==> src/core/psr_pkg.sv <==
// ============================================================
// Shared constants for the self-ID control and event registers
package psr_pkg;

    // ============================================================
    // Register addresses on the PHY register port
    localparam logic [3:0] ADDR_SELFID_CTRL = 4'h4;
    localparam logic [3:0] ADDR_EVENT_CTRL  = 4'h5;

    // ============================================================
    // Field positions; register bit 7 is the data MSB
    localparam int BIT_LINK_ACTIVE   = 7;
    localparam int BIT_CONTENDER     = 6;
    localparam int BIT_JITTER_HI     = 5;
    localparam int BIT_JITTER_LO     = 3;
    localparam int BIT_PWR_HI        = 2;
    localparam int BIT_PWR_LO        = 0;
    localparam int BIT_RESUME_IE     = 7;
    localparam int BIT_SHORT_RST_REQ = 6;
    localparam int BIT_CFG_TIMEOUT   = 5;
    localparam int BIT_CABLE_PWR     = 4;
    localparam int BIT_STATE_TIMEOUT = 3;
    localparam int BIT_PORT_EVENT    = 2;

    // ============================================================
    // Reset values
    localparam logic       RST_LINK_ACTIVE = 1'b1;
    localparam logic       RST_CONTENDER   = 1'b0;
    localparam logic       RST_RESUME_IE   = 1'b0;
    localparam logic       RST_SHORT_REQ   = 1'b0;
    localparam logic       RST_CFG_TIMEOUT = 1'b0;
    localparam logic       RST_CABLE_PWR   = 1'b1;
    localparam logic       RST_STATE_TO    = 1'b0;
    localparam logic       RST_PORT_EVENT  = 1'b0;
    localparam logic [2:0] JITTER_VALUE    = 3'h0;
    localparam logic [7:0] RDATA_IDLE      = 8'h00;

    // ============================================================
    // Timing
    localparam int CLK_PERIOD_NS     = 10;
    localparam int SHORT_RESET_NS    = 1300;
    localparam int SHORT_RESET_CYC   = SHORT_RESET_NS / CLK_PERIOD_NS;
    localparam int LONG_RESET_US     = 166;
    localparam int LONG_RESET_CYC    = LONG_RESET_US * 1000 / CLK_PERIOD_NS;
    localparam int RST_CNT_W         = 16;

    typedef enum logic {PSR_RS_IDLE, PSR_RS_ACTIVE} psr_rst_state_t;

endpackage

==> src/core/psr_w1c_flag.sv <==
`timescale 1ns/10ps
// ============================================================
// Sticky event flag: hardware sets, software writes one to clear
module psr_w1c_flag #(
    parameter logic RESET_VAL = 1'b0
) (
    input  wire logic ref_clk,
    input  wire logic rst,
    input  wire logic set_evt,
    input  wire logic clr_w1c,
    output logic      flag_q
);
    logic flag_d;

    // Set wins so an event in the clearing cycle is never lost
    always_comb begin
        flag_d = flag_q;
        if (clr_w1c) begin
            flag_d = 1'b0;
        end
        if (set_evt) begin
            flag_d = 1'b1;
        end
    end

    always_ff @(posedge ref_clk) begin
        if (rst) begin
            flag_q <= RESET_VAL;
        end else begin
            flag_q <= flag_d;
        end
    end

endmodule

==> src/core/psr_regs.sv <==
`timescale 1ns/10ps
// What this block does
// - Self-ID link bit is control AND power status
// - Link-active control resets to one, survives bus reset
// - Link interface state follows power status only
// - Active power status keeps link interface serviced
// - Contender bit copied into self-ID
// - Contender resets zero, set only by write
// - Repeater jitter field reads zero
// - Power class copied into self-ID
// - Power class loads straps on hardware reset
// - Resume start sets port event when enabled
// - Timeouts while link down set port event when enabled
// - Resume enable resets zero, survives bus reset
// - Short reset request starts short bus reset
// - Short reset request clears on bus reset
// - Legacy node present turns short into long
// - Arbitration tree-ID timeout sets config flag
// - Config flag resets zero, write one clears
// - Config flag with enable wakes inactive link
// - Only loop nodes raise config timeout flag
// - Config flag only with legacy nodes present
// - State timeout sets flag and resets bus
module psr_regs #(
    parameter int LONG_RESET_CYCLES = psr_pkg::LONG_RESET_CYC
) (
    input  wire logic       ref_clk,
    input  wire logic       rst,
    input  wire logic [3:0] reg_addr,
    input  wire logic       reg_wr,
    input  wire logic       reg_rd,
    input  wire logic [7:0] reg_wdata,
    output logic      [7:0] reg_rdata_q,
    output logic            reg_rvalid_q,
    input  wire logic       link_power_status_in,
    input  wire logic [2:0] power_class_strap_inputs,
    input  wire logic       resume_start_evt,
    input  wire logic       port_change_evt,
    input  wire logic       arb_treeid_timeout_evt,
    input  wire logic       in_bus_loop,
    input  wire logic       legacy_node_present,
    input  wire logic       state_timeout_evt,
    input  wire logic       cable_power_drop_evt,
    input  wire logic       arb_opportunity,
    input  wire logic       bus_reset_evt,
    output logic            selfid_link_active_q,
    output logic            selfid_contender_q,
    output logic      [2:0] selfid_power_class_q,
    output logic            link_if_operational_q,
    output logic            link_wake_output_q,
    output logic            bus_reset_active_q,
    output logic            bus_reset_long_q,
    output logic            short_reset_request_q,
    output logic            config_timeout_flag_q
);
    import psr_pkg::*;

    // ============================================================
    // Decode
    logic       wr_selfid;
    logic       wr_event;
    logic       link_active_ctrl_q;
    logic       contender_q;
    logic [2:0] power_class_q;
    logic       resume_irq_enable_q;
    logic       cable_power_drop_flag;
    logic       state_timeout_flag;
    logic       port_event_flag;
    logic       cfg_set;
    logic       cpd_set;
    logic       sto_set;
    logic       pev_set;
    logic       reset_start;
    logic       start_long;
    psr_rst_state_t  rs_q;
    logic [RST_CNT_W-1:0] rs_cnt_q;

    function automatic logic w1c(input logic [7:0] data, input int pos);
        return data[pos];
    endfunction

    assign wr_selfid = reg_wr && (reg_addr == ADDR_SELFID_CTRL);
    assign wr_event  = reg_wr && (reg_addr == ADDR_EVENT_CTRL);

    // ============================================================
    // Self-ID control register
    always_ff @(posedge ref_clk) begin
        if (rst) begin
            link_active_ctrl_q <= RST_LINK_ACTIVE;
        end else if (wr_selfid) begin
            link_active_ctrl_q <= reg_wdata[BIT_LINK_ACTIVE];
        end
    end

    // Bus reset has no path into this bit
    always_ff @(posedge ref_clk) begin
        if (rst) begin
            contender_q <= RST_CONTENDER;
        end else if (wr_selfid) begin
            contender_q <= reg_wdata[BIT_CONTENDER];
        end
    end

    // Straps are sampled on the clock while reset is held
    always_ff @(posedge ref_clk) begin
        if (rst) begin
            power_class_q <= power_class_strap_inputs;
        end else if (wr_selfid) begin
            power_class_q <= reg_wdata[BIT_PWR_HI:BIT_PWR_LO];
        end
    end

    // ============================================================
    // Event control register
    always_ff @(posedge ref_clk) begin
        if (rst) begin
            resume_irq_enable_q <= RST_RESUME_IE;
        end else if (wr_event) begin
            resume_irq_enable_q <= reg_wdata[BIT_RESUME_IE];
        end
    end

    // A fresh write request outranks a bus reset in the same cycle
    always_ff @(posedge ref_clk) begin
        if (rst) begin
            short_reset_request_q <= RST_SHORT_REQ;
        end else if (wr_event) begin
            short_reset_request_q <= reg_wdata[BIT_SHORT_RST_REQ];
        end else if (bus_reset_evt || reset_start) begin
            short_reset_request_q <= 1'b0;
        end
    end

    // ============================================================
    // Event flags
    // Loop and legacy qualifiers come from the arbitration controller
    assign cfg_set = arb_treeid_timeout_evt && in_bus_loop && legacy_node_present;
    assign sto_set = state_timeout_evt;
    assign cpd_set = cable_power_drop_evt;
    assign pev_set = port_change_evt
                   || (resume_irq_enable_q && resume_start_evt)
                   || (resume_irq_enable_q && !link_power_status_in
                       && (cfg_set || cpd_set || sto_set));

    psr_w1c_flag #(.RESET_VAL(RST_CFG_TIMEOUT)) u_cfg_flag (
        .ref_clk (ref_clk),
        .rst     (rst),
        .set_evt (cfg_set),
        .clr_w1c (wr_event && w1c(reg_wdata, BIT_CFG_TIMEOUT)),
        .flag_q  (config_timeout_flag_q)
    );

    psr_w1c_flag #(.RESET_VAL(RST_CABLE_PWR)) u_cpd_flag (
        .ref_clk (ref_clk),
        .rst     (rst),
        .set_evt (cpd_set),
        .clr_w1c (wr_event && w1c(reg_wdata, BIT_CABLE_PWR)),
        .flag_q  (cable_power_drop_flag)
    );

    psr_w1c_flag #(.RESET_VAL(RST_STATE_TO)) u_sto_flag (
        .ref_clk (ref_clk),
        .rst     (rst),
        .set_evt (sto_set),
        .clr_w1c (wr_event && w1c(reg_wdata, BIT_STATE_TIMEOUT)),
        .flag_q  (state_timeout_flag)
    );

    psr_w1c_flag #(.RESET_VAL(RST_PORT_EVENT)) u_pev_flag (
        .ref_clk (ref_clk),
        .rst     (rst),
        .set_evt (pev_set),
        .clr_w1c (wr_event && w1c(reg_wdata, BIT_PORT_EVENT)),
        .flag_q  (port_event_flag)
    );

    // ============================================================
    // Self-ID fields and link interface state
    always_ff @(posedge ref_clk) begin
        if (rst) begin
            selfid_link_active_q  <= 1'b0;
            selfid_contender_q    <= RST_CONTENDER;
            selfid_power_class_q  <= power_class_strap_inputs;
            link_if_operational_q <= 1'b0;
        end else begin
            selfid_link_active_q  <= link_active_ctrl_q && link_power_status_in;
            selfid_contender_q    <= contender_q;
            selfid_power_class_q  <= power_class_q;
            // Control bit deliberately ignored: only the power status counts
            link_if_operational_q <= link_power_status_in;
        end
    end

    // Wake stands while the link is down, resume is enabled and a config, cable power or state timeout flag is pending
    always_ff @(posedge ref_clk) begin
        if (rst) begin
            link_wake_output_q <= 1'b0;
        end else begin
            link_wake_output_q <= resume_irq_enable_q && !link_power_status_in
                && (config_timeout_flag_q || cable_power_drop_flag
                    || state_timeout_flag);
        end
    end

    // ============================================================
    // Bus reset sequencer
    // State timeout resets at once; a software request waits its turn
    assign reset_start = (rs_q == PSR_RS_IDLE)
                      && (sto_set || (short_reset_request_q && arb_opportunity));
    assign start_long  = sto_set || legacy_node_present;

    always_ff @(posedge ref_clk) begin
        if (rst) begin
            rs_q               <= PSR_RS_IDLE;
            rs_cnt_q           <= '0;
            bus_reset_active_q <= 1'b0;
            bus_reset_long_q   <= 1'b0;
        end else begin
            unique case (rs_q)
                PSR_RS_IDLE: begin
                    if (reset_start) begin
                        rs_q               <= PSR_RS_ACTIVE;
                        bus_reset_active_q <= 1'b1;
                        bus_reset_long_q   <= start_long;
                        rs_cnt_q           <= start_long
                            ? RST_CNT_W'(LONG_RESET_CYCLES - 1)
                            : RST_CNT_W'(SHORT_RESET_CYC - 1);
                    end
                end
                PSR_RS_ACTIVE: begin
                    if (rs_cnt_q == '0) begin
                        rs_q               <= PSR_RS_IDLE;
                        bus_reset_active_q <= 1'b0;
                        bus_reset_long_q   <= 1'b0;
                    end else begin
                        rs_cnt_q <= rs_cnt_q - 1'b1;
                    end
                end
            endcase
        end
    end

    // ============================================================
    // Read path; unmapped addresses read zero
    always_ff @(posedge ref_clk) begin
        if (rst) begin
            reg_rdata_q  <= RDATA_IDLE;
            reg_rvalid_q <= 1'b0;
        end else begin
            reg_rvalid_q <= reg_rd;
            if (reg_rd) begin
                reg_rdata_q <= RDATA_IDLE;
                unique case (reg_addr)
                    ADDR_SELFID_CTRL: begin
                        reg_rdata_q[BIT_LINK_ACTIVE]         <= link_active_ctrl_q;
                        reg_rdata_q[BIT_CONTENDER]           <= contender_q;
                        reg_rdata_q[BIT_JITTER_HI:BIT_JITTER_LO] <= JITTER_VALUE;
                        reg_rdata_q[BIT_PWR_HI:BIT_PWR_LO]   <= power_class_q;
                    end
                    ADDR_EVENT_CTRL: begin
                        reg_rdata_q[BIT_RESUME_IE]     <= resume_irq_enable_q;
                        reg_rdata_q[BIT_SHORT_RST_REQ] <= short_reset_request_q;
                        reg_rdata_q[BIT_CFG_TIMEOUT]   <= config_timeout_flag_q;
                        reg_rdata_q[BIT_CABLE_PWR]     <= cable_power_drop_flag;
                        reg_rdata_q[BIT_STATE_TIMEOUT] <= state_timeout_flag;
                        reg_rdata_q[BIT_PORT_EVENT]    <= port_event_flag;
                    end
                    default: begin
                        reg_rdata_q <= RDATA_IDLE;
                    end
                endcase
            end
        end
    end

    // ============================================================
    // Checks
    // The first edge after reset still shows the reset value, not the AND
    selfid_link_and_a: assert property (@(posedge ref_clk) disable iff (rst)
        !$past(rst) |->
        selfid_link_active_q == ($past(link_active_ctrl_q) && $past(link_power_status_in)))
        else $error("self-ID link bit wrong");

    link_ctrl_keep_a: assert property (@(posedge ref_clk) disable iff (rst)
        (bus_reset_evt && !wr_selfid) |=> link_active_ctrl_q == $past(link_active_ctrl_q))
        else $error("link-active control changed by bus reset");

    link_if_power_a: assert property (@(posedge ref_clk) disable iff (rst)
        (link_power_status_in && !link_active_ctrl_q) |=> link_if_operational_q)
        else $error("link interface not following power status");

    contender_hold_a: assert property (@(posedge ref_clk) disable iff (rst)
        !wr_selfid |=> contender_q == $past(contender_q))
        else $error("contender changed without write");

    jitter_zero_a: assert property (@(posedge ref_clk) disable iff (rst)
        (reg_rd && reg_addr == ADDR_SELFID_CTRL) |=>
            reg_rdata_q[BIT_JITTER_HI:BIT_JITTER_LO] == JITTER_VALUE)
        else $error("jitter field nonzero");

    pwr_copy_a: assert property (@(posedge ref_clk) disable iff (rst)
        ##1 selfid_power_class_q == $past(power_class_q))
        else $error("self-ID power class mismatch");

    resume_pev_a: assert property (@(posedge ref_clk) disable iff (rst)
        (resume_irq_enable_q && resume_start_evt) |=> port_event_flag)
        else $error("resume start did not set port event");

    short_rst_len_a: assert property (@(posedge ref_clk) disable iff (rst)
        (reset_start && !start_long) |=> bus_reset_active_q [*8] ##1 !bus_reset_long_q)
        else $error("short bus reset wrong");

    short_clr_a: assert property (@(posedge ref_clk) disable iff (rst)
        (bus_reset_evt && !wr_event) |=> !short_reset_request_q)
        else $error("short reset request not cleared");

    legacy_long_a: assert property (@(posedge ref_clk) disable iff (rst)
        (reset_start && legacy_node_present) |=> bus_reset_long_q)
        else $error("legacy network did not get long reset");

    cfg_set_wins_a: assert property (@(posedge ref_clk) disable iff (rst)
        cfg_set |=> config_timeout_flag_q)
        else $error("config timeout flag lost");

    cfg_qual_a: assert property (@(posedge ref_clk) disable iff (rst)
        $rose(config_timeout_flag_q) |-> $past(in_bus_loop && legacy_node_present))
        else $error("config flag set without loop and legacy node");

    cfg_w0_a: assert property (@(posedge ref_clk) disable iff (rst)
        (wr_event && !reg_wdata[BIT_CFG_TIMEOUT] && config_timeout_flag_q)
            |=> config_timeout_flag_q)
        else $error("writing zero cleared config flag");

    wake_a: assert property (@(posedge ref_clk) disable iff (rst)
        (config_timeout_flag_q && resume_irq_enable_q && !link_power_status_in)
            |=> link_wake_output_q)
        else $error("link wake not raised");

    sto_reset_a: assert property (@(posedge ref_clk) disable iff (rst)
        (state_timeout_evt && rs_q == PSR_RS_IDLE) |=> bus_reset_active_q && bus_reset_long_q)
        else $error("state timeout did not reset bus");

    short_reset_cv: cover property (@(posedge ref_clk) disable iff (rst)
        reset_start && !start_long);
    long_reset_cv: cover property (@(posedge ref_clk) disable iff (rst)
        reset_start && legacy_node_present);
    wake_cv: cover property (@(posedge ref_clk) disable iff (rst)
        $rose(link_wake_output_q));
    cfg_clash_cv: cover property (@(posedge ref_clk) disable iff (rst)
        cfg_set && wr_event && reg_wdata[BIT_CFG_TIMEOUT]);

endmodule

==> config.mk <==
export PLATFORM = sky130hd
export DESIGN_NAME = psr_regs
export DESIGN_NICKNAME = d
export VERILOG_FILES = /design/src/core/psr_pkg.sv /design/src/core/psr_w1c_flag.sv /design/src/core/psr_regs.sv
export SDC_FILE = /design/constraint.sdc
export NUM_CORES = 1
export LEC_CHECK = 0
export ABC_CLOCK_PERIOD_IN_PS = 2700
export BUFFER_PORTS_ARGS = -buffer_cell sky130_fd_sc_hd__buf_2
export CORE_MARGIN = 3
export CORE_UTILIZATION = 53
export DETAILED_ROUTE_END_ITERATION = 7
export PLACE_DENSITY = 0.79
export SLEW_MARGIN = 20
export SYNTH_ARGS = -nofsm -noshare
export SYNTH_HDL_FRONTEND = slang
export SYNTH_HIERARCHICAL = 1
export SYNTH_SLANG_ARGS = --single-unit
==> constraint.sdc <==
create_clock -name ref_clk -period 2.7 [get_ports ref_clk]
set_clock_uncertainty 0.15 [all_clocks]
set_input_delay 0 -clock ref_clk [delete_from_list [all_inputs] [get_ports ref_clk]]
set_output_delay 0 -clock ref_clk [all_outputs]
set_load 0.01 [all_outputs]
==> qor_table.md, run 1 <==
| Metric | Value | Unit |
| --- | --- | --- |
| Initial antenna violation count | 0 | - |
| Number of levels the H-tree was split into | 2 | - |
| Overall Global Routing Usage | 24.9 | % |
| NumNets Final | 339 | - |
| First-pass GRT wire length | 8590 | um |
| Syn. warnings | 6 | - |
| CP endpoint kind | flip-flop | - |
| Arrival time reported for the critical path endpoint | 2.37 | ns |
| Sequential element share of the synthesized area | 46.1 | % |
| Internal | 1.15 | mW |
| Area share of the largest cell type after synthesis | 41.8 | % |
| Synthesized instance count | 238 | - |
| R2R depth | 7 | - |
| Die W | 68.4 | um |
| Compound-cell area share of the yosys netlist | 16.2 | % |
| Weighted congestion reported at the end of routability-driven placement | 0.911 | - |
| Antenna fix cells | 0 | - |
| TritonCTS buffer count | 5 | - |
| Routed len/inst | 15.4 | um |
| Minimum setup slack after placement | 0.463 | ns |
| Startpoint of the worst-slack reg-to-reg timing path | rs_cnt_q[0] | - |
| Number of filler cells placed in the layout | 276 | - |
| Status | finished clean | - |
| Cell area after synthesis | 2060 | um2 |
| Final setup violation count | 0 | - |
| Routed met3 length | 308 | um |
| Combined area of the multi-input logic cells | 1020 | um2 |
| DR pass1 iterations | 4 | - |
| Number of endpoints with negative hold slack in the final report | 0 | - |
| Worst flop-to-flop path endpoint | rs_cnt_q[2] | - |
| Kind of launch point of the worst setup path | flip-flop | - |
| Final cell area excluding filler cells | 2690 | um2 |
| Detailed placement HPWL | 3390 | um |
| Sum Neg Setup Slack | 0 | ns |
| Unique masters post-synth | 48 | - |
| Number of DRC markers after the initial detailed-route iteration | 162 | - |
| Reported leakage power | 1.16 | nW |
| Flop2flop setup slack | 0.41 | ns |
| Number of enable flip-flop cells after synthesis | 3 | - |
| Basic-gate share of the synthesized area counting and, or, nand and nor cells | 28.5 | % |
| Die Y-Extent | 68.4 | um |
| Switch Pwr | 0.456 | mW |
| Standard-cell row count | 22 | - |
| Power density over the cells | 598 | nW/um2 |
| Setup crit end | rs_cnt_q[2] | - |
| Crit Path Max Fanout | 17 | - |
| Achievable frequency | 0.437 | GHz |
| Setup repair after global routing missed its margin | no | - |
| Multiplexer share of the synthesized area | 1.58 | % |
| Most used DFF post-synth | sky130_fd_sc_hd__dfxtp_1 | - |
| Setup WS post-layout | 0.414 | ns |
| Origin of the worst setup path | rs_cnt_q[0] | - |
| Min cycle time layout | 2.29 | ns |
| Final number of max-transition violations | 0 | - |
| Share of async-settable or async-resettable flops after synthesis | 0 | % |
| Adder and majority gate portion of the synthesized area | 0.607 | % |
| Post-layout total power | 1.61 | mW |
| Quantity of hold-fixing buffers added after cts | 23 | - |
| Synth Net Count | 268 | - |
| Clock tree root buffer cell | sky130_fd_sc_hd__clkbuf_8 | - |
| Post-CTS resize count | 0 | - |
| Synthesis-to-finish area growth | 30.4 | % |
| Total of max-cap violations | 0 | - |
| Cell area reported after detailed placement | 2340 | um2 |
| Core footprint | 3720 | um2 |
| Crit share post-route | 84.7 | % |
| Proportion of layout cells with a drive suffix above 1 | 23.2 | % |
| CTS tree | done | - |
| Category of the critical setup timing path | reg -> reg | - |
| Largest net degree at the start of global routing | 28 | - |
| Clock latency on the worst-skew pair | 0.31 | ns |
| Storage element area | 951 | um2 |
| Startpoint of the lowest-slack hold path | reg_addr[3] | - |
| Met1 wire length | 2240 | um |
| Most numerous cell in the Yosys netlist | sky130_fd_sc_hd__dfxtp_1 | - |
| Setup repair bufs after CTS | 0 | - |
| Detail Route Antenna Nets | 0 | - |
| Top cells by area, synth | sky130_fd_sc_hd__dfxtp_1 (42%), sky130_fd_sc_hd__nor2_1 (4.9%), sky130_fd_sc_hd__a21oi_1 (4.6%) | - |
| Cell type with the highest aggregate area in the netlist | sky130_fd_sc_hd__dfxtp_1 | - |
| Die area | 4670 | um2 |
| Via count | 2034 | - |
| Peak VDD IR | 0.347 | mV |
| Sum of routed wire length over all layers | 5500 | um |
| Routed met2 length | 2770 | um |
| GR Overflow Total | 0 | - |
| Detailed-route DRC error count | 0 | - |
| Flip-flop and latch count after synthesis | 46 | - |
| Via density per instance | 5.68 | - |
| Part of the total power dissipated in sequential elements | 48.3 | % |
| Top routing layer used | met4 | - |
| Xor and xnor fraction of the mapped netlist area | 2.55 | % |
| Share of total power consumed by net switching | 28.4 | % |
| Share of total power in combinational logic | 19.4 | % |
| Starting density of the core | 55.5 | % |
| Worst slew slack as a fraction of its limit | 58.2 | % |
| Clock-pin slew reported for the worst setup and hold paths after clock tree synthesis | 0.09 | ns |
| Post-synth top cells | sky130_fd_sc_hd__dfxtp_1 (43), sky130_fd_sc_hd__nor2_1 (27), sky130_fd_sc_hd__a21oi_1 (19) | - |
| Vias in the first global route | 1909 | - |
| Clk sink count | 46 | - |
| Top-level I/O count | 49 | - |
| Worst-Margin Slew | 0.623 | ns |
| Buffers from clock root to sink, at most | 2 | - |
| Syn avg cell area | 8.66 | um2 |
| CP Data Required Time | 2.79 | ns |
| Count of input and output buffers | 48 | - |
| Power share of the clock group | 32.3 | % |
| Hold Crit Class | in -> reg | - |
| Dominant combinational cell family by area after synthesis | simple AND/OR/NAND/NOR gates | - |
[cell families after synthesis]
logic type / count (synthesis)
AOI/OAI and AO/OA: 54
xor gates and xnor gates: 6
adders and majority gates: 1
buffers and inverters: 24
DFF: 46
muxes: 3
and+or+nand+nor: 104
[how the worst min path moves through the flow]
stage | cells after the start | slack (ns) | endpoint
after floorplan | 1 | -0.09 | u_cfg_flag/flag_q
after global placement | 2 | 0.05 | link_wake_output_q
after detailed placement | 2 | 0.05 | link_wake_output_q
after CTS | 5 | 0.002 | contender_q
after global routing | 5 | 0.02 | reg_rdata_q[1]
final | 5 | 0.005 | contender_q
[critical path: stages (launching register included)]
cell and delay, ns:
sky130_fd_sc_hd__dfxtp_1 0.34, sky130_fd_sc_hd__inv_1 0.09, sky130_fd_sc_hd__ha_1 0.28, sky130_fd_sc_hd__nor3b_1 0.21
sky130_fd_sc_hd__nand4_1 0.25, sky130_fd_sc_hd__o21bai_2 0.55, sky130_fd_sc_hd__o21ai_0 0.20, sky130_fd_sc_hd__a21oi_1 0.15
[per-layer routing]
layer  vias up  GRT usage, %
met5         -             0
met4         0          13.2
met3        22          5.75
met2        86          43.0
met1       941          28.3
li1        985             -
[power groups by stage]
stage / registers [mW] / logic, mW / clock network [mW]
2_1_floorplan: 0.784 / 0.197 / 0
3_3_place_gp: 0.790 / 0.278 / 0
3_5_place_dp: 0.789 / 0.281 / 0
4_1_cts: 0.774 / 0.307 / 0.525
5_1_grt: 0.781 / 0.347 / 0.562
6_report: 0.776 / 0.312 / 0.519
[metrics by stage]
stage	std cells	utilization [%]	hold slack, ns
final	358	72.3	0.00464
after global routing	358	72.3	0.0187
after CTS	358	72.3	0.00210
after detailed placement	327	63.1	0.0547
after global placement	327	63.1	0.0520
after floorplan	238	-	-0.0876
[cell type report]
type,count,share of cell area (%)
multi-input combinational,168,37.9
sequential,46,35.4
timing repair buffer,74,18.3
clock buffer,5,2.56
tap,48,2.23
inverter,14,1.96
clock inverter,3,1.63
[flip-flops by register name, summed over array words and instances (netlist names)]
name and flops:
rs_q 1, u_sto_flag/flag_q 1, reg_rvalid_q 1, rs_cnt_q 16, link_wake_output_q 1, power_class_q 3
link_active_ctrl_q 1, u_pev_flag/flag_q 1, short_reset_request_q 1, bus_reset_active_q 1, reg_rdata_q 8, u_cfg_flag/flag_q 1
contender_q 1, selfid_link_active_q 1, link_if_operational_q 1, bus_reset_long_q 1, resume_irq_enable_q 1, selfid_contender_q 1
u_cpd_flag/flag_q 1, selfid_power_class_q 3
[cell usage in the layout, fill, tap and decap left out, types with 2 or more instances in the layout]
cell type                        n
sky130_fd_sc_hd__xor2_1          6
sky130_fd_sc_hd__edfxtp_1        3
sky130_fd_sc_hd__nand2_1         8
sky130_fd_sc_hd__a22oi_1         3
sky130_fd_sc_hd__buf_2          48
sky130_fd_sc_hd__o211ai_1        2
sky130_fd_sc_hd__nand2b_1       11
sky130_fd_sc_hd__dlygate4sd3_1  23
sky130_fd_sc_hd__nand3_1         9
sky130_fd_sc_hd__nor4_1          5
sky130_fd_sc_hd__or4_1           2
sky130_fd_sc_hd__a21oi_2         3
sky130_fd_sc_hd__o21ai_0        13
sky130_fd_sc_hd__nor4b_1         2
sky130_fd_sc_hd__nor2_1         27
sky130_fd_sc_hd__or2_2           3
sky130_fd_sc_hd__a21oi_1        19
sky130_fd_sc_hd__nor2b_1         3
sky130_fd_sc_hd__a31oi_1         2
sky130_fd_sc_hd__dfxtp_1        43
sky130_fd_sc_hd__inv_1          14
sky130_fd_sc_hd__and2_1          5
sky130_fd_sc_hd__and3_1          6
sky130_fd_sc_hd__buf_4           3
sky130_fd_sc_hd__nor3_1          6
sky130_fd_sc_hd__or3_1           3
sky130_fd_sc_hd__clkbuf_8        5
sky130_fd_sc_hd__nand4_1         5
sky130_fd_sc_hd__a211oi_1        5
Power figures use the tool's default switching activity.
==> run 2: changes to the inputs <==
--- a/config.mk
+++ b/config.mk
@@ -5,7 +5,7 @@
 export SDC_FILE = /design/constraint.sdc
 export NUM_CORES = 1
 export LEC_CHECK = 0
-export ABC_CLOCK_PERIOD_IN_PS = 2700
+export ABC_CLOCK_PERIOD_IN_PS = 2200
 export BUFFER_PORTS_ARGS = -buffer_cell sky130_fd_sc_hd__buf_2
 export CORE_MARGIN = 3
 export CORE_UTILIZATION = 53
==> constraint.sdc (replaced) <==
create_clock -name ref_clk -period 2.2 [get_ports ref_clk]
set_clock_uncertainty 0.15 [all_clocks]
set_input_delay 0 -clock ref_clk [delete_from_list [all_inputs] [get_ports ref_clk]]
set_output_delay 0 -clock ref_clk [all_outputs]
set_load 0.01 [all_outputs]
==> run 2 against run 1 <==
Utilization up 1.5 points. Largest cell class unchanged. Setup slack got worse by 0.31 ns. Die area unchanged. Power rose by 30%. Combinational power rose by 29%. Register-to-register slack got worse by 0.31 ns. Largest power group unchanged. Sequential cell count unchanged. Hold slack better by 0.026 ns. Sequential power grew 23%. Wire length rose by 3.8%. Sequential share of layout area shrank 0.66 points. Critical path depth is 2 lower.
==> qor_table.md, run 2 (synthesized netlist as in run 1, its figures left out) <==
| Metric | Value | Unit | vs previous |
| --- | --- | --- | --- |
| Cell area reported after detailed placement | 2380 | um2 | +1.6% |
| Final cell area excluding filler cells | 2740 | um2 | +2.0% |
| Detail Route Antenna Nets | 0 | - | unchanged |
| Most flop-heavy register | rs_cnt_q | - |  |
| Setup repair bufs after CTS | 0 | - | unchanged |
| Final number of max-transition violations | 0 | - | unchanged |
| Kind of launch point of the worst setup path | flip-flop | - |  |
| Hold Crit Class | in -> reg | - |  |
| Status | finished clean | - |  |
| DR pass1 iterations | 4 | - | unchanged |
| Antenna fix cells | 0 | - | unchanged |
| Final non-filler cell total | 362 | - | +1.1% |
| First-pass GRT wire length | 9100 | um | +5.9% |
| GR Overflow Total | 0 | - | unchanged |
| Via count | 2052 | - | +0.88% |
| Detailed placement HPWL | 3470 | um | +2.4% |
| Vias in the first global route | 1992 | - | +4.3% |
| Number of endpoints with negative hold slack in the final report | 0 | - | unchanged |
| Crit share post-route | 95.1 | % | +10 points |
| Arrival time reported for the critical path endpoint | 2.13 | ns | -0.24 ns |
| Proportion of layout cells with a drive suffix above 1 | 24.8 | % | +1.6 points |
| TritonCTS buffer count | 5 | - | unchanged |
| Sum of routed wire length over all layers | 5710 | um | +3.8% |
| Clock-pin slew reported for the worst setup and hold paths after clock tree synthesis | 0.09 | ns | about the same |
| Total of max-cap violations | 0 | - | unchanged |
| Number of flip-flops under the largest register name | 16 | - | unchanged |
| Routed len/inst | 15.8 | um | +2.7% |
| Standard-cell row count | 22 | - | unchanged |
| Via density per instance | 5.67 | - | -0.23% |
| Power density over the cells | 762 | nW/um2 | +27% |
| Clk sink count | 46 | - | unchanged |
| Min cycle time layout | 2.09 | ns | -0.193 ns |
| Category of the critical setup timing path | reg -> reg | - |  |
| Overall Global Routing Usage | 26.5 | % | +1.6 points |
| CP Data Required Time | 2.24 | ns | -0.55 ns |
| Die area | 4670 | um2 | unchanged |
| Worst-Margin Slew | 0.463 | ns | -0.160 ns |
| Weighted congestion reported at the end of routability-driven placement | 0.950 | - | +4.2% |
| Largest registers | rs_cnt_q: 16 flops, reg_rdata_q: 8 flops | - |  |
| Clock latency on the worst-skew pair | 0.30 | ns | about the same |
| Minimum setup slack after placement | 0.0761 | ns | -0.387 ns |
| Starting density of the core | 55.5 | % | unchanged |
| Buffers from clock root to sink, at most | 2 | - | unchanged |
| Number of levels the H-tree was split into | 2 | - | unchanged |
| Clock tree root buffer cell | sky130_fd_sc_hd__clkbuf_8 | - |  |
| Worst slew slack as a fraction of its limit | 69.1 | % | +11 points |
| Die Y-Extent | 68.4 | um | unchanged |
| Setup WS post-layout | 0.107 | ns | -0.307 ns |
| Top library cells by usage in the layout, fill and taps aside | sky130_fd_sc_hd__buf_2 (48), sky130_fd_sc_hd__dfxtp_1 (42), sky130_fd_sc_hd__nor2_1 (27) | - |  |
| Core footprint | 3720 | um2 | unchanged |
| CP endpoint kind | flip-flop | - |  |
| Top-level I/O count | 49 | - | unchanged |
| Detailed-route DRC error count | 0 | - | unchanged |
| Crit Path Max Fanout | 7 | - | -10 |
| R2R depth | 5 | - | -2 |
| Synthesis-to-finish area growth | 33.1 | % |  |
| Final setup violation count | 0 | - | unchanged |
| Post-Place Cells | 332 | - | +1.5% |
| Number of DRC markers after the initial detailed-route iteration | 221 | - | +36% |
| Worst Hold Depth | 5 | - | unchanged |
| Largest net degree at the start of global routing | 25 | - | -11% |
| Peak VDD IR | 0.487 | mV | +40% |
| Worst hold-check slack | 0.0308 | ns | +0.0262 ns |
| Most frequent standard cell in the layout excluding fill and tap cells | sky130_fd_sc_hd__buf_2 | - |  |
| Initial antenna violation count | 0 | - | unchanged |
| CTS tree | done | - |  |
| Sum Neg Setup Slack | 0 | ns | unchanged |
| NumNets Final | 343 | - | +1.2% |
| Count of input and output buffers | 48 | - | unchanged |
| Achievable frequency | 0.478 | GHz | +9.2% |
| Number of filler cells placed in the layout | 268 | - | -2.9% |
| Reported leakage power | 1.19 | nW | +2.4% |
| Die W | 68.4 | um | unchanged |
| Setup repair after global routing missed its margin | no | - |  |
==> run 2: layout make-up <==
class | count | area (um2) | share of cell area, %
Multi-Input combinational cell | 168 | 1020 | 37.4
Sequential cell | 46 | 952 | 34.7
Tap cell | 48 | 60.1 | 2.19
Clock inverter | 3 | 63.8 | 2.33
Inverter | 14 | 52.6 | 1.92
Clock buffer | 5 | 68.8 | 2.51
Timing Repair Buffer | 78 | 520 | 19.0
==> run 2: per-stage QoR <==
step | power [mW] | utilization [%]
floorplan | 1.20 | -
global route | 2.19 | 73.8
global placement | 1.33 | 64.1
detailed placement | 1.33 | 64.1
finish | 2.09 | 73.8
CTS | 2.08 | 73.6
==> run 2: what timing repair did <==
| item | CTS | global route |
|---|---|---|
| gates resized for setup | 0 | 2 |
| hold buffers | 22 | 0 |
| endpoints found under the hold margin | 30 | 0 |
| setup endpoints to repair | 0 | 3 |
==> run 2: final timing paths <==
check              endpoint           start  slack, ns
min          reg_rdata_q[1]     reg_addr[0]       0.03
max            rs_cnt_q[15]     rs_cnt_q[2]       0.11
min reg2reg  reg_rdata_q[5]  reg_rdata_q[5]       0.32
max reg2reg    rs_cnt_q[15]     rs_cnt_q[2]       0.11
==> run 2: metal layers <==
metal | global-route usage, % | routed length (um) | vias up
li1 | - | - | 996
met1 | 27.5 | 2200 | 951
met2 | 50.2 | 3010 | 88
met3 | 5.58 | 331 | 17
met4 | 11.7 | 167 | 0
met5 | 0 | 0 | -
==> run 2: worst max-delay path, cell delays in order, from the launching register on <==
cell and delay (ns):
sky130_fd_sc_hd__dfxtp_1 0.37, sky130_fd_sc_hd__or4_4 0.59, sky130_fd_sc_hd__nor3_4 0.22, sky130_fd_sc_hd__and2_2 0.22, sky130_fd_sc_hd__nand4_1 0.11, sky130_fd_sc_hd__mux2_1 0.33
==> run 2: power breakdown <==
| group | total (mW) | switching (mW) | internal, mW |
|---|---|---|---|
| logic | 0.402 | 0.215 | 0.186 |
| registers | 0.954 | 0.0551 | 0.899 |
| clock network | 0.733 | 0.284 | 0.450 |
==> run 3: changes to the inputs <==
--- a/config.mk
+++ b/config.mk
@@ -8,11 +8,10 @@
 export ABC_CLOCK_PERIOD_IN_PS = 2200
 export BUFFER_PORTS_ARGS = -buffer_cell sky130_fd_sc_hd__buf_2
 export CORE_MARGIN = 3
-export CORE_UTILIZATION = 53
+export CORE_UTILIZATION = 52
 export DETAILED_ROUTE_END_ITERATION = 7
-export PLACE_DENSITY = 0.79
+export PLACE_DENSITY = 0.78
 export SLEW_MARGIN = 20
 export SYNTH_ARGS = -nofsm -noshare
 export SYNTH_HDL_FRONTEND = slang
-export SYNTH_HIERARCHICAL = 1
 export SYNTH_SLANG_ARGS = --single-unit
==> run 3 against run 2 <==
The run now ends with setup timing left. Setup slack got worse by 0.14 ns. Utilization increased by 5.0 points. Synthesized area decreased by 3.5%. Sequential cell count unchanged. Power decreased by 7.0%. Register-to-register slack got worse by 0.14 ns. Wire length decreased by 1.3%. Design area increased by 0.46%. Combinational power increased by 23%. Count of clock-buffer cells in the layout increased by 1. Final cell count increased by 1.9%. Non-clock buffer count increased by 18.
==> qor_table.md, run 3 <==
| Metric | Value | Unit | vs previous |
| --- | --- | --- | --- |
| Status | complete, but fails checks | - |  |
| Violations in the final reports | setup timing | - |  |
| TritonCTS buffer count | 5 | - | unchanged |
| Clk sink count | 46 | - | unchanged |
| Count of input and output buffers | 48 | - | unchanged |
| Vias in the first global route | 2040 | - | +2.4% |
| Setup WS post-layout | -0.0367 | ns | -0.143 ns |
| Origin of the worst setup path | rs_cnt_q[10] | - |  |
| Min cycle time layout | 2.24 | ns | +0.143 ns |
| Die Y-Extent | 67.9 | um | -0.74% |
| Routed met3 length | 292 | um | -12% |
| Buffers from clock root to sink, at most | 2 | - | unchanged |
| DR pass1 iterations | 4 | - | unchanged |
| Core footprint | 3490 | um2 | -6.0% |
| Reported leakage power | 1.16 | nW | -2.5% |
| Number of levels the H-tree was split into | 2 | - | unchanged |
| Weighted congestion reported at the end of routability-driven placement | 0.876 | - | -7.8% |
| Category of the critical setup timing path | reg -> reg | - |  |
| Cell area reported after detailed placement | 2410 | um2 | +1.1% |
| Via density per instance | 5.66 | - | -0.18% |
| Worst flop-to-flop path endpoint | rs_cnt_q[11] | - |  |
| Routed met2 length | 2730 | um | -9.2% |
| Die W | 67.9 | um | -0.74% |
| Clock tree root buffer cell | sky130_fd_sc_hd__clkbuf_8 | - |  |
| Number of endpoints with negative hold slack in the final report | 0 | - | unchanged |
| Power density over the cells | 705 | nW/um2 | -7.5% |
| Most frequent standard cell in the layout excluding fill and tap cells | sky130_fd_sc_hd__buf_2 | - |  |
| Number of flip-flops under the largest register name | 16 | - | unchanged |
| Unique masters post-synth | 46 | - | -4.2% |
| Sum of routed wire length over all layers | 5640 | um | -1.3% |
| Detailed-route DRC error count | 0 | - | unchanged |
| Top routing layer used | met4 | - |  |
| Most numerous cell in the Yosys netlist | sky130_fd_sc_hd__dfxtp_1 | - |  |
| Cell area after synthesis | 1990 | um2 | -3.5% |
| Number of DRC markers after the initial detailed-route iteration | 98 | - | -56% |
| Worst slew slack as a fraction of its limit | 69.0 | % | -0.13 points |
| Antenna fix cells | 0 | - | unchanged |
| Achievable frequency | 0.447 | GHz | -6.4% |
| Number of enable flip-flop cells after synthesis | 3 | - | unchanged |
| Final setup violation count | 7 | - | +7 |
| Crit Path Max Fanout | 7 | - | unchanged |
| Detailed placement HPWL | 3730 | um | +7.5% |
| Clock latency on the worst-skew pair | 0.31 | ns | about the same |
| Final cell area excluding filler cells | 2760 | um2 | +0.46% |
| Setup repair after global routing missed its margin | yes | - |  |
| Synthesized instance count | 230 | - | -3.4% |
| Proportion of layout cells with a drive suffix above 1 | 26.9 | % | +2.1 points |
| Sequential element share of the synthesized area | 47.8 | % | +1.7 points |
| NumNets Final | 352 | - | +2.6% |
| Cell type with the highest aggregate area in the netlist | sky130_fd_sc_hd__dfxtp_1 | - |  |
| Routed len/inst | 15.3 | um | -3.1% |
| Top cells by area, synth | sky130_fd_sc_hd__dfxtp_1 (43%), sky130_fd_sc_hd__a21oi_1 (6.0%), sky130_fd_sc_hd__o21ai_0 (4.5%) | - |  |
| Die area | 4600 | um2 | -1.5% |
| Hold Crit Class | in -> reg | - |  |
| Setup crit end | rs_cnt_q[11] | - |  |
| Flop2flop setup slack | -0.04 | ns | -0.14 ns |
| Final number of max-transition violations | 0 | - | unchanged |
| Synth Net Count | 260 | - | -3.0% |
| Kind of launch point of the worst setup path | flip-flop | - |  |
| Peak VDD IR | 0.393 | mV | -19% |
| Share of async-settable or async-resettable flops after synthesis | 0 | % | unchanged |
| Startpoint of the worst-slack reg-to-reg timing path | rs_cnt_q[10] | - |  |
| Syn avg cell area | 8.65 | um2 | -0.10% |
| GR Overflow Total | 0 | - | unchanged |
| Arrival time reported for the critical path endpoint | 2.28 | ns | +0.15 ns |
| CP endpoint kind | flip-flop | - |  |
| Starting density of the core | 56.9 | % | +1.5 points |
| CP Data Required Time | 2.24 | ns | about the same |
| Largest net degree at the start of global routing | 26 | - | +4.0% |
| Synthesis-to-finish area growth | 38.5 | % |  |
| Most flop-heavy register | rs_cnt_q | - |  |
| Top-level I/O count | 49 | - | unchanged |
| Total of max-cap violations | 0 | - | unchanged |
| R2R depth | 6 | - | +1 |
| Clock-pin slew reported for the worst setup and hold paths after clock tree synthesis | 0.08 | ns | about the same |
| Top library cells by usage in the layout, fill and taps aside | sky130_fd_sc_hd__buf_2 (48), sky130_fd_sc_hd__dfxtp_1 (42), sky130_fd_sc_hd__nor2_1 (24), sky130_fd_sc_hd__a21oi_1 (24), sky130_fd_sc_hd__dlygate4sd3_1 (24) | - |  |
| Post-synth top cells | sky130_fd_sc_hd__dfxtp_1 (43), sky130_fd_sc_hd__a21oi_1 (24), sky130_fd_sc_hd__nor2_1 (24) | - |  |
| Largest registers | rs_cnt_q: 16 flops, reg_rdata_q: 8 flops | - |  |
| Detail Route Antenna Nets | 0 | - | unchanged |
| Crit share post-route | 102 | % | +6.5 points |
| Met1 wire length | 2330 | um | +6.1% |
| Standard-cell row count | 21 | - | -4.5% |
| Overall Global Routing Usage | 26.9 | % | +0.46 points |
| First-pass GRT wire length | 9150 | um | +0.53% |
| Worst-Margin Slew | 0.463 | ns | +0.000262 ns |
| Initial antenna violation count | 0 | - | unchanged |
| Syn. warnings | 0 | - | -6 |
| Flip-flop and latch count after synthesis | 46 | - | unchanged |
| Via count | 2088 | - | +1.8% |
| Area share of the largest cell type after synthesis | 43.3 | % | +1.5 points |
| Final core area utilization | 78.8 | % | +5.0 points |
| Most used DFF post-synth | sky130_fd_sc_hd__dfxtp_1 | - |  |
| CTS tree | done | - |  |
==> run 3: through the flow <==
stage	worst slack [ns]	std cells	hold slack [ns]	setup TNS (ns)	total power, mW
floorplan	-0.0986	230	-0.0707	-0.323	1.22
global placement	-0.0439	336	0.0525	-0.0609	1.39
detailed placement	-0.0681	336	0.0517	-0.213	1.40
CTS	-0.0513	369	0.00544	-0.285	1.93
global route	-0.126	369	0.0276	-1.38	2.04
finish	-0.0367	369	0.00944	-0.173	1.94
==> run 3: final cells by class <==
| class | instances | area (um2) |
|---|---|---|
| multi-input combinational | 164 | 961 |
| sequential | 46 | 952 |
| fill | 237 | 739 |
| timing repair buffer | 96 | 668 |
| clock buffer | 6 | 72.6 |
| tap | 46 | 57.6 |
| inverter | 9 | 33.8 |
| clock inverter | 2 | 10.0 |
==> run 3: critical path: stages (launching register included) <==
cell and delay, ns:
sky130_fd_sc_hd__dfxtp_1 0.32, sky130_fd_sc_hd__or4_4 0.54, sky130_fd_sc_hd__or4b_4 0.56, sky130_fd_sc_hd__buf_6 0.15
sky130_fd_sc_hd__o21ai_0 0.19, sky130_fd_sc_hd__xor2_1 0.18, sky130_fd_sc_hd__nor2_1 0.05
==> run 3: timing repair <==
item	in CTS	in global routing
hold buffers	24	0
pin swaps	7	3
hold endpoints to repair	27	0
setup buffers	1	0
resized for setup	6	5
setup endpoints to repair	9	17
==> run 3: routing by layer <==
layer	GRT usage, %	up-vias
li1	-	1010
met1	29.9	986
met2	46.9	64
met3	5.75	28
met4	16.4	0
met5	0	-
==> run 3: worst min path at each step <==
stage	startpoint	to	slack [ns]	cells past startpoint
final	reg_addr[0]	reg_rdata_q[0]	0.009	5
after global routing	reg_addr[1]	reg_rdata_q[5]	0.03	5
after CTS	reg_addr[0]	reg_rdata_q[0]	0.005	5
after detailed placement	link_power_status_in	link_wake_output_q	0.05	2
after global placement	link_power_status_in	link_wake_output_q	0.05	2
after floorplan	link_power_status_in	link_wake_output_q	-0.07	1
==> run 3: cells by family (layout without fill, tap and decap cells) <==
family / Yosys count / in the layout / share of synthesized area [%]
adders and majority gates: 1 / 1 / 0.629
muxes: 2 / 2 / 1.01
buffers and inverters: 20 / 113 / 4.34
AOI/OAI and AO/OA: 69 / 69 / 21.4
and+or+nand+nor: 90 / 90 / 24.0
xor gates and xnor gates: 2 / 2 / 0.881
DFF: 46 / 46 / 47.8
==> run 3: power breakdown <==
part | leakage [nW] | switching (mW) | internal, mW
Sequential | 0.383 | 0.0459 | 0.901
Clock | 0.0450 | 0.281 | 0.220
Combinational | 0.729 | 0.251 | 0.243
Total | 1.16 | 0.578 | 1.36
